<file path="config.mk">
export PLATFORM = sky130hd
export DESIGN_NAME = dci_cmd_decode
export DESIGN_NICKNAME = d
export VERILOG_FILES = /design/src/dci_pkg.sv /design/src/dci_mask_lane.sv /design/src/dci_cmd_decode.sv
export SDC_FILE = /design/constraint.sdc
export NUM_CORES = 1
export LEC_CHECK = 0
export BUFFER_PORTS_ARGS = -buffer_cell sky130_fd_sc_hd__buf_2
export CORE_MARGIN = 4
export CORE_UTILIZATION = 40
export CTS_CLUSTER_SIZE = 8
export DETAILED_ROUTE_END_ITERATION = 7
export PLACE_DENSITY = 0.77
export SYNTH_ARGS = -nofsm -noshare
export SYNTH_HDL_FRONTEND = slang
export SYNTH_SLANG_ARGS = --single-unit
</file>
<file path="constraint.sdc">
create_clock -name mclk -period 4.32 [get_ports mclk]
set_input_delay 0.432 -clock mclk [delete_from_list [all_inputs] [get_ports mclk]]
set_output_delay 0.432 -clock mclk [all_outputs]
set_load 0.005 [all_outputs]
</file>
<file path="src/dci_pkg.sv">
// constants and types for the ddr3 command and address input decode
// assumes one clock; command pins already sampled on the ck crossing
package dci_pkg;

	// address field positions
	localparam int COL_W = 10; // column bits a0..a9
	localparam int AP_BIT = 10; // auto precharge / precharge all
	localparam int TDQS_BIT = 11; // mr1 termination strobe enable
	localparam int BC_BIT = 12; // burst chop, low means chop
	localparam int BA_W = 3; // bank address width
	localparam int ADDR_W_X8 = 16; // a0..a15
	localparam int ADDR_W_X16 = 15; // a0..a14
	localparam int OP_W = 16; // stored op-code width

	// termination enable fields inside mr1 and mr2
	localparam int RTT_NOM_B0 = 2;
	localparam int RTT_NOM_B1 = 6;
	localparam int RTT_NOM_B2 = 9;
	localparam int RTT_WR_B0 = 9;
	localparam int RTT_WR_B1 = 10;

	// mode register indices selected by bank address
	localparam logic [2:0] MR1_IDX = 3'h1;
	localparam logic [2:0] MR2_IDX = 3'h2;
	localparam logic [OP_W-1:0] MR_RESET = 16'h0000;

	// burst lengths in data beats
	localparam logic [3:0] BEATS_FULL = 4'h8;
	localparam logic [3:0] BEATS_CHOP = 4'h4;

	// ras_n, cas_n, we_n codes with chip select low
	localparam logic [2:0] CODE_MRS = 3'h0;
	localparam logic [2:0] CODE_REF = 3'h1;
	localparam logic [2:0] CODE_PRE = 3'h2;
	localparam logic [2:0] CODE_ACT = 3'h3;
	localparam logic [2:0] CODE_WR = 3'h4;
	localparam logic [2:0] CODE_RD = 3'h5;
	localparam logic [2:0] CODE_ZQ = 3'h6;
	localparam logic [2:0] CODE_NOP = 3'h7;

	// decoded command
	typedef enum logic [3:0] {
		DCI_NOP = 4'h0,
		DCI_ACT = 4'h1,
		DCI_RD = 4'h2,
		DCI_WR = 4'h3,
		DCI_PRE = 4'h4,
		DCI_REF = 4'h5,
		DCI_MRS = 4'h6,
		DCI_ZQ = 4'h7
	} dci_cmd_type;

	// write burst tracker states, one-hot
	typedef enum logic [1:0] {
		WR_IDLE = 2'h1,
		WR_BURST = 2'h2
	} dci_wr_state_type;

endpackage : dci_pkg

</file>
<file path="src/dci_mask_lane.sv">
// one byte lane of write data masking
// assumes beat_valid marks one data beat per dqs edge from the data path
`timescale 1ns/1ps

module dci_mask_lane (
	input wire logic mclk,
	input wire logic srst,
	input wire logic beat_valid, // one data beat this cycle
	input wire logic wr_active, // inside a write burst
	input wire logic dm, // mask level sampled with this beat
	input wire logic dm_en, // pin acts as data mask
	output logic keep // registered: write this beat
);

	logic next_keep; // next keep value

	////////////////////////////////////////////////////////////////////////
	// drop the beat when the mask is high with it
	always_comb begin
		next_keep = beat_valid && wr_active && !(dm && dm_en);
	end

	// register the decision
	always_ff @(posedge mclk) begin
		if (srst) begin
			keep <= 1'b0;
		end else begin
			keep <= next_keep;
		end
	end
endmodule : dci_mask_lane

</file>
<file path="src/dci_cmd_decode.sv">
// ddr3 command and address input decode, device side
// assumes pins are presented synchronous to mclk, one sample per ck crossing
// What this block does
// - capture address and control only at crossing
// - chip select high masks the command
// - decode command from ras cas we cs
// - discard write beats with mask high
// - one mask sample per data beat
// - x8 mr1 bit picks mask or tdqs
// - bank inputs pick bank of command
// - bank inputs pick mode register on mrs
// - a10 requests auto precharge on access
// - a10 high precharges all banks
// - single bank precharge uses bank inputs
// - row on activate, column on access
// - mrs loads address as op-code
// - a12 low chops the burst
// - registered odt enables termination
// - x8 termination covers dq strobes mask tdqs
// - odt ignored when rtt fields disabled
`timescale 1ns/1ps

module dci_cmd_decode #(
	parameter bit ORG_X16 = 1'b0, // 0 for x8, 1 for x16
	parameter int ADDR_W = ORG_X16 ? dci_pkg::ADDR_W_X16 : dci_pkg::ADDR_W_X8,
	parameter int LANES = ORG_X16 ? 2 : 1 // data mask lanes
) (
	input wire logic mclk,
	input wire logic srst,
	input wire logic cs_n, // chip select
	input wire logic ras_n, // row strobe
	input wire logic cas_n, // column strobe
	input wire logic we_n, // write enable
	input wire logic [dci_pkg::BA_W-1:0] ba, // bank address
	input wire logic [ADDR_W-1:0] addr, // address inputs
	input wire logic odt, // termination request
	input wire logic beat_valid, // one write data beat
	input wire logic [LANES-1:0] dm, // mask per byte lane
	output logic cmd_valid, // one-cycle decoded command
	output dci_pkg::dci_cmd_type cmd, // decoded command
	output logic [dci_pkg::BA_W-1:0] cmd_bank, // target bank
	output logic [ADDR_W-1:0] cmd_row, // row on activate
	output logic [dci_pkg::COL_W-1:0] cmd_col, // column on access
	output logic auto_pre, // auto precharge after burst
	output logic burst_chop, // chopped burst of four
	output logic pre_all, // precharge all banks
	output logic [dci_pkg::OP_W-1:0] mr1, // mode register 1
	output logic [dci_pkg::OP_W-1:0] mr2, // mode register 2
	output logic mr_load, // one-cycle mode register write
	output logic [dci_pkg::BA_W-1:0] mr_sel, // written register
	output logic [dci_pkg::OP_W-1:0] mr_op, // written op-code
	output logic tdqs_en, // x8 pin is termination strobe
	output logic term_on, // termination on dq strobes mask
	output logic term_tdqs, // termination on tdqs pair
	output logic wr_active, // write burst in progress
	output logic [LANES-1:0] beat_keep // registered keep per lane
);

	////////////////////////////////////////////////////////////////////////
	// elaboration checks
	if (ADDR_W != (ORG_X16 ? dci_pkg::ADDR_W_X16 : dci_pkg::ADDR_W_X8)) begin : g_bad_aw
		$error("address width does not match organization");
	end
	if (LANES != (ORG_X16 ? 2 : 1)) begin : g_bad_lanes
		$error("lane count does not match organization");
	end

	////////////////////////////////////////////////////////////////////////
	// command decode
	logic [2:0] pin_code; // ras cas we as sampled
	logic selected; // chip select asserted
	logic next_cmd_valid;
	dci_pkg::dci_cmd_type next_cmd;
	logic [dci_pkg::BA_W-1:0] next_cmd_bank;
	logic [ADDR_W-1:0] next_cmd_row;
	logic [dci_pkg::COL_W-1:0] next_cmd_col;
	logic next_auto_pre;
	logic next_burst_chop;
	logic next_pre_all;

	// decode pins sampled this cycle
	always_comb begin
		pin_code = {ras_n, cas_n, we_n};
		selected = !cs_n;
		next_cmd = dci_pkg::DCI_NOP;
		case (pin_code)
			dci_pkg::CODE_MRS: next_cmd = dci_pkg::DCI_MRS;
			dci_pkg::CODE_REF: next_cmd = dci_pkg::DCI_REF;
			dci_pkg::CODE_PRE: next_cmd = dci_pkg::DCI_PRE;
			dci_pkg::CODE_ACT: next_cmd = dci_pkg::DCI_ACT;
			dci_pkg::CODE_WR: next_cmd = dci_pkg::DCI_WR;
			dci_pkg::CODE_RD: next_cmd = dci_pkg::DCI_RD;
			dci_pkg::CODE_ZQ: next_cmd = dci_pkg::DCI_ZQ;
			default: next_cmd = dci_pkg::DCI_NOP;
		endcase
		if (!selected) begin
			next_cmd = dci_pkg::DCI_NOP;
		end
		// nop is not reported as a command
		next_cmd_valid = selected && (pin_code != dci_pkg::CODE_NOP);
		// hold fields unless a command uses them
		next_cmd_bank = cmd_bank;
		next_cmd_row = cmd_row;
		next_cmd_col = cmd_col;
		next_auto_pre = auto_pre;
		next_burst_chop = burst_chop;
		next_pre_all = pre_all;
		case (next_cmd)
			dci_pkg::DCI_ACT: begin
				next_cmd_bank = ba;
				next_cmd_row = addr;
			end
			dci_pkg::DCI_RD, dci_pkg::DCI_WR: begin
				next_cmd_bank = ba;
				next_cmd_col = addr[dci_pkg::COL_W-1:0];
				next_auto_pre = addr[dci_pkg::AP_BIT];
				next_burst_chop = !addr[dci_pkg::BC_BIT];
			end
			dci_pkg::DCI_PRE: begin
				next_cmd_bank = ba;
				next_pre_all = addr[dci_pkg::AP_BIT];
			end
			default: begin
				next_cmd_bank = cmd_bank;
			end
		endcase
	end

	// register the decoded command
	always_ff @(posedge mclk) begin
		if (srst) begin
			cmd_valid <= 1'b0;
			cmd <= dci_pkg::DCI_NOP;
			cmd_bank <= '0;
			cmd_row <= '0;
			cmd_col <= '0;
			auto_pre <= 1'b0;
			burst_chop <= 1'b0;
			pre_all <= 1'b0;
		end else begin
			cmd_valid <= next_cmd_valid;
			cmd <= next_cmd;
			cmd_bank <= next_cmd_bank;
			cmd_row <= next_cmd_row;
			cmd_col <= next_cmd_col;
			auto_pre <= next_auto_pre;
			burst_chop <= next_burst_chop;
			pre_all <= next_pre_all;
		end
	end

	////////////////////////////////////////////////////////////////////////
	// mode registers
	logic is_mrs; // mode register set this cycle
	logic [dci_pkg::OP_W-1:0] op_in; // address widened to op-code
	logic [dci_pkg::OP_W-1:0] next_mr1;
	logic [dci_pkg::OP_W-1:0] next_mr2;
	logic next_mr_load;
	logic [dci_pkg::BA_W-1:0] next_mr_sel;
	logic [dci_pkg::OP_W-1:0] next_mr_op;

	// route the op-code to the register chosen by bank
	always_comb begin
		is_mrs = selected && (pin_code == dci_pkg::CODE_MRS);
		op_in = dci_pkg::OP_W'(addr);
		next_mr1 = mr1;
		next_mr2 = mr2;
		next_mr_load = is_mrs;
		next_mr_sel = mr_sel;
		next_mr_op = mr_op;
		if (is_mrs) begin
			next_mr_sel = ba;
			next_mr_op = op_in;
			if (ba == dci_pkg::MR1_IDX) begin
				next_mr1 = op_in;
			end else if (ba == dci_pkg::MR2_IDX) begin
				next_mr2 = op_in;
			end
		end
	end

	// register mode state
	always_ff @(posedge mclk) begin
		if (srst) begin
			mr1 <= dci_pkg::MR_RESET;
			mr2 <= dci_pkg::MR_RESET;
			mr_load <= 1'b0;
			mr_sel <= '0;
			mr_op <= '0;
		end else begin
			mr1 <= next_mr1;
			mr2 <= next_mr2;
			mr_load <= next_mr_load;
			mr_sel <= next_mr_sel;
			mr_op <= next_mr_op;
		end
	end

	////////////////////////////////////////////////////////////////////////
	// pin function and termination
	logic rtt_off; // both rtt fields disabled
	logic dm_en; // shared pin acts as mask
	logic next_tdqs_en;
	logic next_term_on;
	logic next_term_tdqs;

	// x16 ignores the tdqs bit; controller keeps it clear there
	always_comb begin
		next_tdqs_en = !ORG_X16 && mr1[dci_pkg::TDQS_BIT];
		dm_en = !tdqs_en;
		rtt_off = !(mr1[dci_pkg::RTT_NOM_B0] || mr1[dci_pkg::RTT_NOM_B1]
			|| mr1[dci_pkg::RTT_NOM_B2] || mr2[dci_pkg::RTT_WR_B0]
			|| mr2[dci_pkg::RTT_WR_B1]);
		next_term_on = odt && !rtt_off;
		next_term_tdqs = next_term_on && next_tdqs_en;
	end

	// register pin function and termination enables
	always_ff @(posedge mclk) begin
		if (srst) begin
			tdqs_en <= 1'b0;
			term_on <= 1'b0;
			term_tdqs <= 1'b0;
		end else begin
			tdqs_en <= next_tdqs_en;
			term_on <= next_term_on;
			term_tdqs <= next_term_tdqs;
		end
	end

	////////////////////////////////////////////////////////////////////////
	// write burst tracker
	dci_pkg::dci_wr_state_type wr_state, next_wr_state;
	logic [3:0] beats_left, next_beats_left; // beats still due
	logic next_wr_active;

	// open a burst on write, close after its last beat
	always_comb begin
		next_wr_state = wr_state;
		next_beats_left = beats_left;
		case (wr_state)
			dci_pkg::WR_IDLE: begin
				if (selected && pin_code == dci_pkg::CODE_WR) begin
					next_wr_state = dci_pkg::WR_BURST;
					next_beats_left = addr[dci_pkg::BC_BIT] ? dci_pkg::BEATS_FULL
						: dci_pkg::BEATS_CHOP;
				end
			end
			dci_pkg::WR_BURST: begin
				if (beat_valid) begin
					next_beats_left = beats_left - 4'h1;
					if (beats_left == 4'h1) begin
						next_wr_state = dci_pkg::WR_IDLE;
					end
				end
			end
			default: begin
				next_wr_state = dci_pkg::WR_IDLE;
				next_beats_left = 4'h0;
			end
		endcase
		next_wr_active = (next_wr_state == dci_pkg::WR_BURST);
	end

	// register burst state
	always_ff @(posedge mclk) begin
		if (srst) begin
			wr_state <= dci_pkg::WR_IDLE;
			beats_left <= 4'h0;
			wr_active <= 1'b0;
		end else begin
			wr_state <= next_wr_state;
			beats_left <= next_beats_left;
			wr_active <= next_wr_active;
		end
	end

	////////////////////////////////////////////////////////////////////////
	// byte lane masks, one per lane
	for (genvar i = 0; i < LANES; i++) begin : g_lane
		dci_mask_lane u_lane (
			.mclk(mclk),
			.srst(srst),
			.beat_valid(beat_valid),
			.wr_active(wr_active),
			.dm(dm[i]),
			.dm_en(dm_en),
			.keep(beat_keep[i])
		);
	end
endmodule : dci_cmd_decode

</file>
==> impl_metrics.env <==
export IMPL_grt_usage_pct=17.6
export IMPL_synthSimpleGateAreaFrac_pct=19.3
export IMPL_synth_edff_count=0
export IMPL_io_buffers=120
export IMPL_stdcell_area_sq_um=4520
export IMPL_whs_path_depth=3
export IMPL_cts_resized_gates=0
export IMPL_post_synth_top_area_fraction_pct=53.7
export IMPL_grt_ovfl_total=0
export IMPL_power_share_sequential_pct=56.8
export IMPL_clk_latency_ns=0.35
export IMPL_reg2reg_depth=5
export IMPL_hp_class="in -> reg"
export IMPL_clock_sinks=99
export IMPL_dpl_cell_area_sq_um=4330
export IMPL_htreeDepth=3
export IMPL_hold_viol_final=0
export IMPL_setup_tns_ns=0
export IMPL_leakagePower_nw=1.96
export IMPL_ys_warn_count=0
export IMPL_cp_start_kind="input port"
export IMPL_cts_tree="built"
export IMPL_antennaDiodeCount=0
export IMPL_synth_seq_area_share_pct=53.7
export IMPL_vias=3055
export IMPL_drv_cap=0
export IMPL_dp_hpwl_um=7200
export IMPL_start_util_pct=41.7
export IMPL_sw_frac_of_total_pct=27.1
export IMPL_wl_um=9670
export IMPL_grt_pass1_vias=2944
export IMPL_place_congestion=0.767
export IMPL_cts_made_buffers=9
export IMPL_synthTopCellsByArea="dfxtp_1, mux2i_1, nand2_1"
export IMPL_synth_top_family_by_area="simple AND/OR/NAND/NOR gates"
export IMPL_post_cts_buffers=0
export IMPL_detail_route_iter0_violations=213
export IMPL_clk_path_buf_depth=2
export IMPL_synth_net_count=439
export IMPL_combPwrFrac_pct=9.1
export IMPL_synth_xor_area_share_pct=0.949
export IMPL_power_density_nw_per_um2=370
export IMPL_via_per_inst=4.86
export IMPL_die_area_sq_um=10800
export IMPL_syn_area_per_cell_sq_um=9.07
export IMPL_cp_max_fo=22
export IMPL_netlist_instances=407
export IMPL_max_freq_mhz=519
export IMPL_synth_mux_area_share_pct=10.3
export IMPL_die_y_um=104
export IMPL_postRouteAntennaNets=0
export IMPL_grt_antenna_before_repair=0
export IMPL_clkTransAtPathRegs_ns=0.10
export IMPL_cts_hold_buf=0
export IMPL_p_switching_mw=0.453
export IMPL_p_int_mw=1.22
export IMPL_post_route_min_period_ns=1.93
export IMPL_slew_violations=0
export IMPL_finalSetupViolCount=0
export IMPL_num_fill_cells=844
export IMPL_yosysMostFrequentCell="dfxtp_1"
export IMPL_clockRootBuffer="clkbuf_8"
export IMPL_grt_start_max_net_pins=56
export IMPL_synth_async_reset_ratio_pct=0
export IMPL_synth_area_leader_cell="dfxtp_1"
export IMPL_peakVddDrop_v=0.000219
export IMPL_cp_data_arrival_time_ns=2.15
export IMPL_wl_per_cell_um=15.4
export IMPL_fin_worst_skew_ns=0.00689
export IMPL_critPathCaptureType="register"
export IMPL_synth_compound_gate_area_share_pct=8.88
export IMPL_grt_first_pass_wirelength_um=15600
export IMPL_rsz0062_at_grt="no"
export IMPL_synth_top_flop_cell="dfxtp_1"
export IMPL_rows=34
export IMPL_drt_first_pass_iters=4
export IMPL_timing_final_crit_share_pct=44.6
export IMPL_slew_headroom_pct=37.5
export IMPL_core_area_sq_um=8850
export IMPL_die_x_um=104
export IMPL_drive_gt1_share_pct=28.3
export IMPL_synthToLayoutAreaGrowth_pct=22.4
export IMPL_ios=122
export IMPL_synth_area_sq_um=3690
export IMPL_finalNetCount=547
export IMPL_synth_fa_ha_area_share_pct=1.63
export IMPL_ys_ff_latch=99
export IMPL_ys_top_cells_by_count="dfxtp_1, nand2_1, a21oi_1, nor2_1, mux2i_1"
export IMPL_outcome="complete, no violations"
export IMPL_drc=0
export IMPL_cp_data_required_time_ns=4.55
export IMPL_worstMarginPinSlew_ns=0.930
export IMPL_crit_type="in -> reg"
export IMPL_ys_types=38
export IMPL_clkPwrFrac_pct=34.2
-- power by group through the flow --
stage | Combinational [mW] | Sequential (mW) | Clock, mW
detailed placement | 0.151 | 0.968 | 0
floorplan | 0.0886 | 0.968 | 0
global route | 0.169 | 0.951 | 0.620
CTS | 0.152 | 0.947 | 0.584
finish | 0.151 | 0.947 | 0.571
global placement | 0.147 | 0.967 | 0
-- cells by family after synthesis --
kind of cell	Yosys count
XOR/XNOR	4
multiplexers	38
AO/OA/AOI/OAI	60
adder cells (fa/ha/maj)	5
other	1
flip-flops	99
AND/OR/NAND/NOR	165
buffers and inverters	35
-- cell type report --
class                   count  area [sq um]  share of cell area, %
clock buffers               9           124                   2.74
clock inverters             7          62.6                   1.39
inverters                   8          30.0                  0.665
multi-input cells         273          1550                   34.4
flip-flops and latches     99          1980                   43.9
well taps                 108           135                   2.99
repair buffers            124           631                   14.0
-- metrics by stage --
step	util [%]	std cells	power [mW]	hold WS [ns]	setup slack, ns
finish	51.0	628	1.67	0.332	2.39
global route	51.0	628	1.74	0.339	2.29
CTS	51.0	628	1.68	0.315	2.39
detailed placement	48.9	612	1.12	0.432	2.01
global placement	48.9	612	1.11	0.430	2.06
floorplan	-	407	1.06	0.437	2.31
-- path summary, 6_finish.rpt --
check	start	endpoint	slack [ns]
max	cas_n	mr1[8]	2.39
min	beat_valid	g_lane[0].u_lane.keep	0.33
max reg2reg	beats_left[0]	wr_active	2.78
min reg2reg	wr_active	g_lane[0].u_lane.keep	0.45
-- critical path, stage by stage --
cell     delay, ns
buf_2         0.17
or4_4         0.69
nor4b_4       0.25
buf_4         0.32
mux2i_1       0.24
nor2_1        0.05
-- sequential cells by signal (all words and copies together), names as in the netlist, 3 cells and up --
signal      count
beats_left      4
cmd             3
cmd_bank        3
cmd_col        10
cmd_row        16
mr1            16
mr2            16
mr_op          16
mr_sel          3
-- routing by layer --
metal	vias to the layer above	GRT usage (%)	wire [um]
li1	1551	-	-
met1	1422	23.3	4590
met2	76	28.6	4440
met3	6	4.35	563
met4	0	4.75	78
met5	-	0	0
-- placed cells by master, fill, tap and decap left out, drive strengths merged, types with 2 or more instances in the layout --
master,n
o21ai,4
mux2i,38
nand2,95
o21a,2
a21oi,49
nor3,7
inv,14
buf,124
nor2,46
xnor2,4
ha,4
nor4b,3
nor2b,2
clkbuf,9
dfxtp,99
or4,2
No activity file was read; power rests on OpenSTA's default activity.
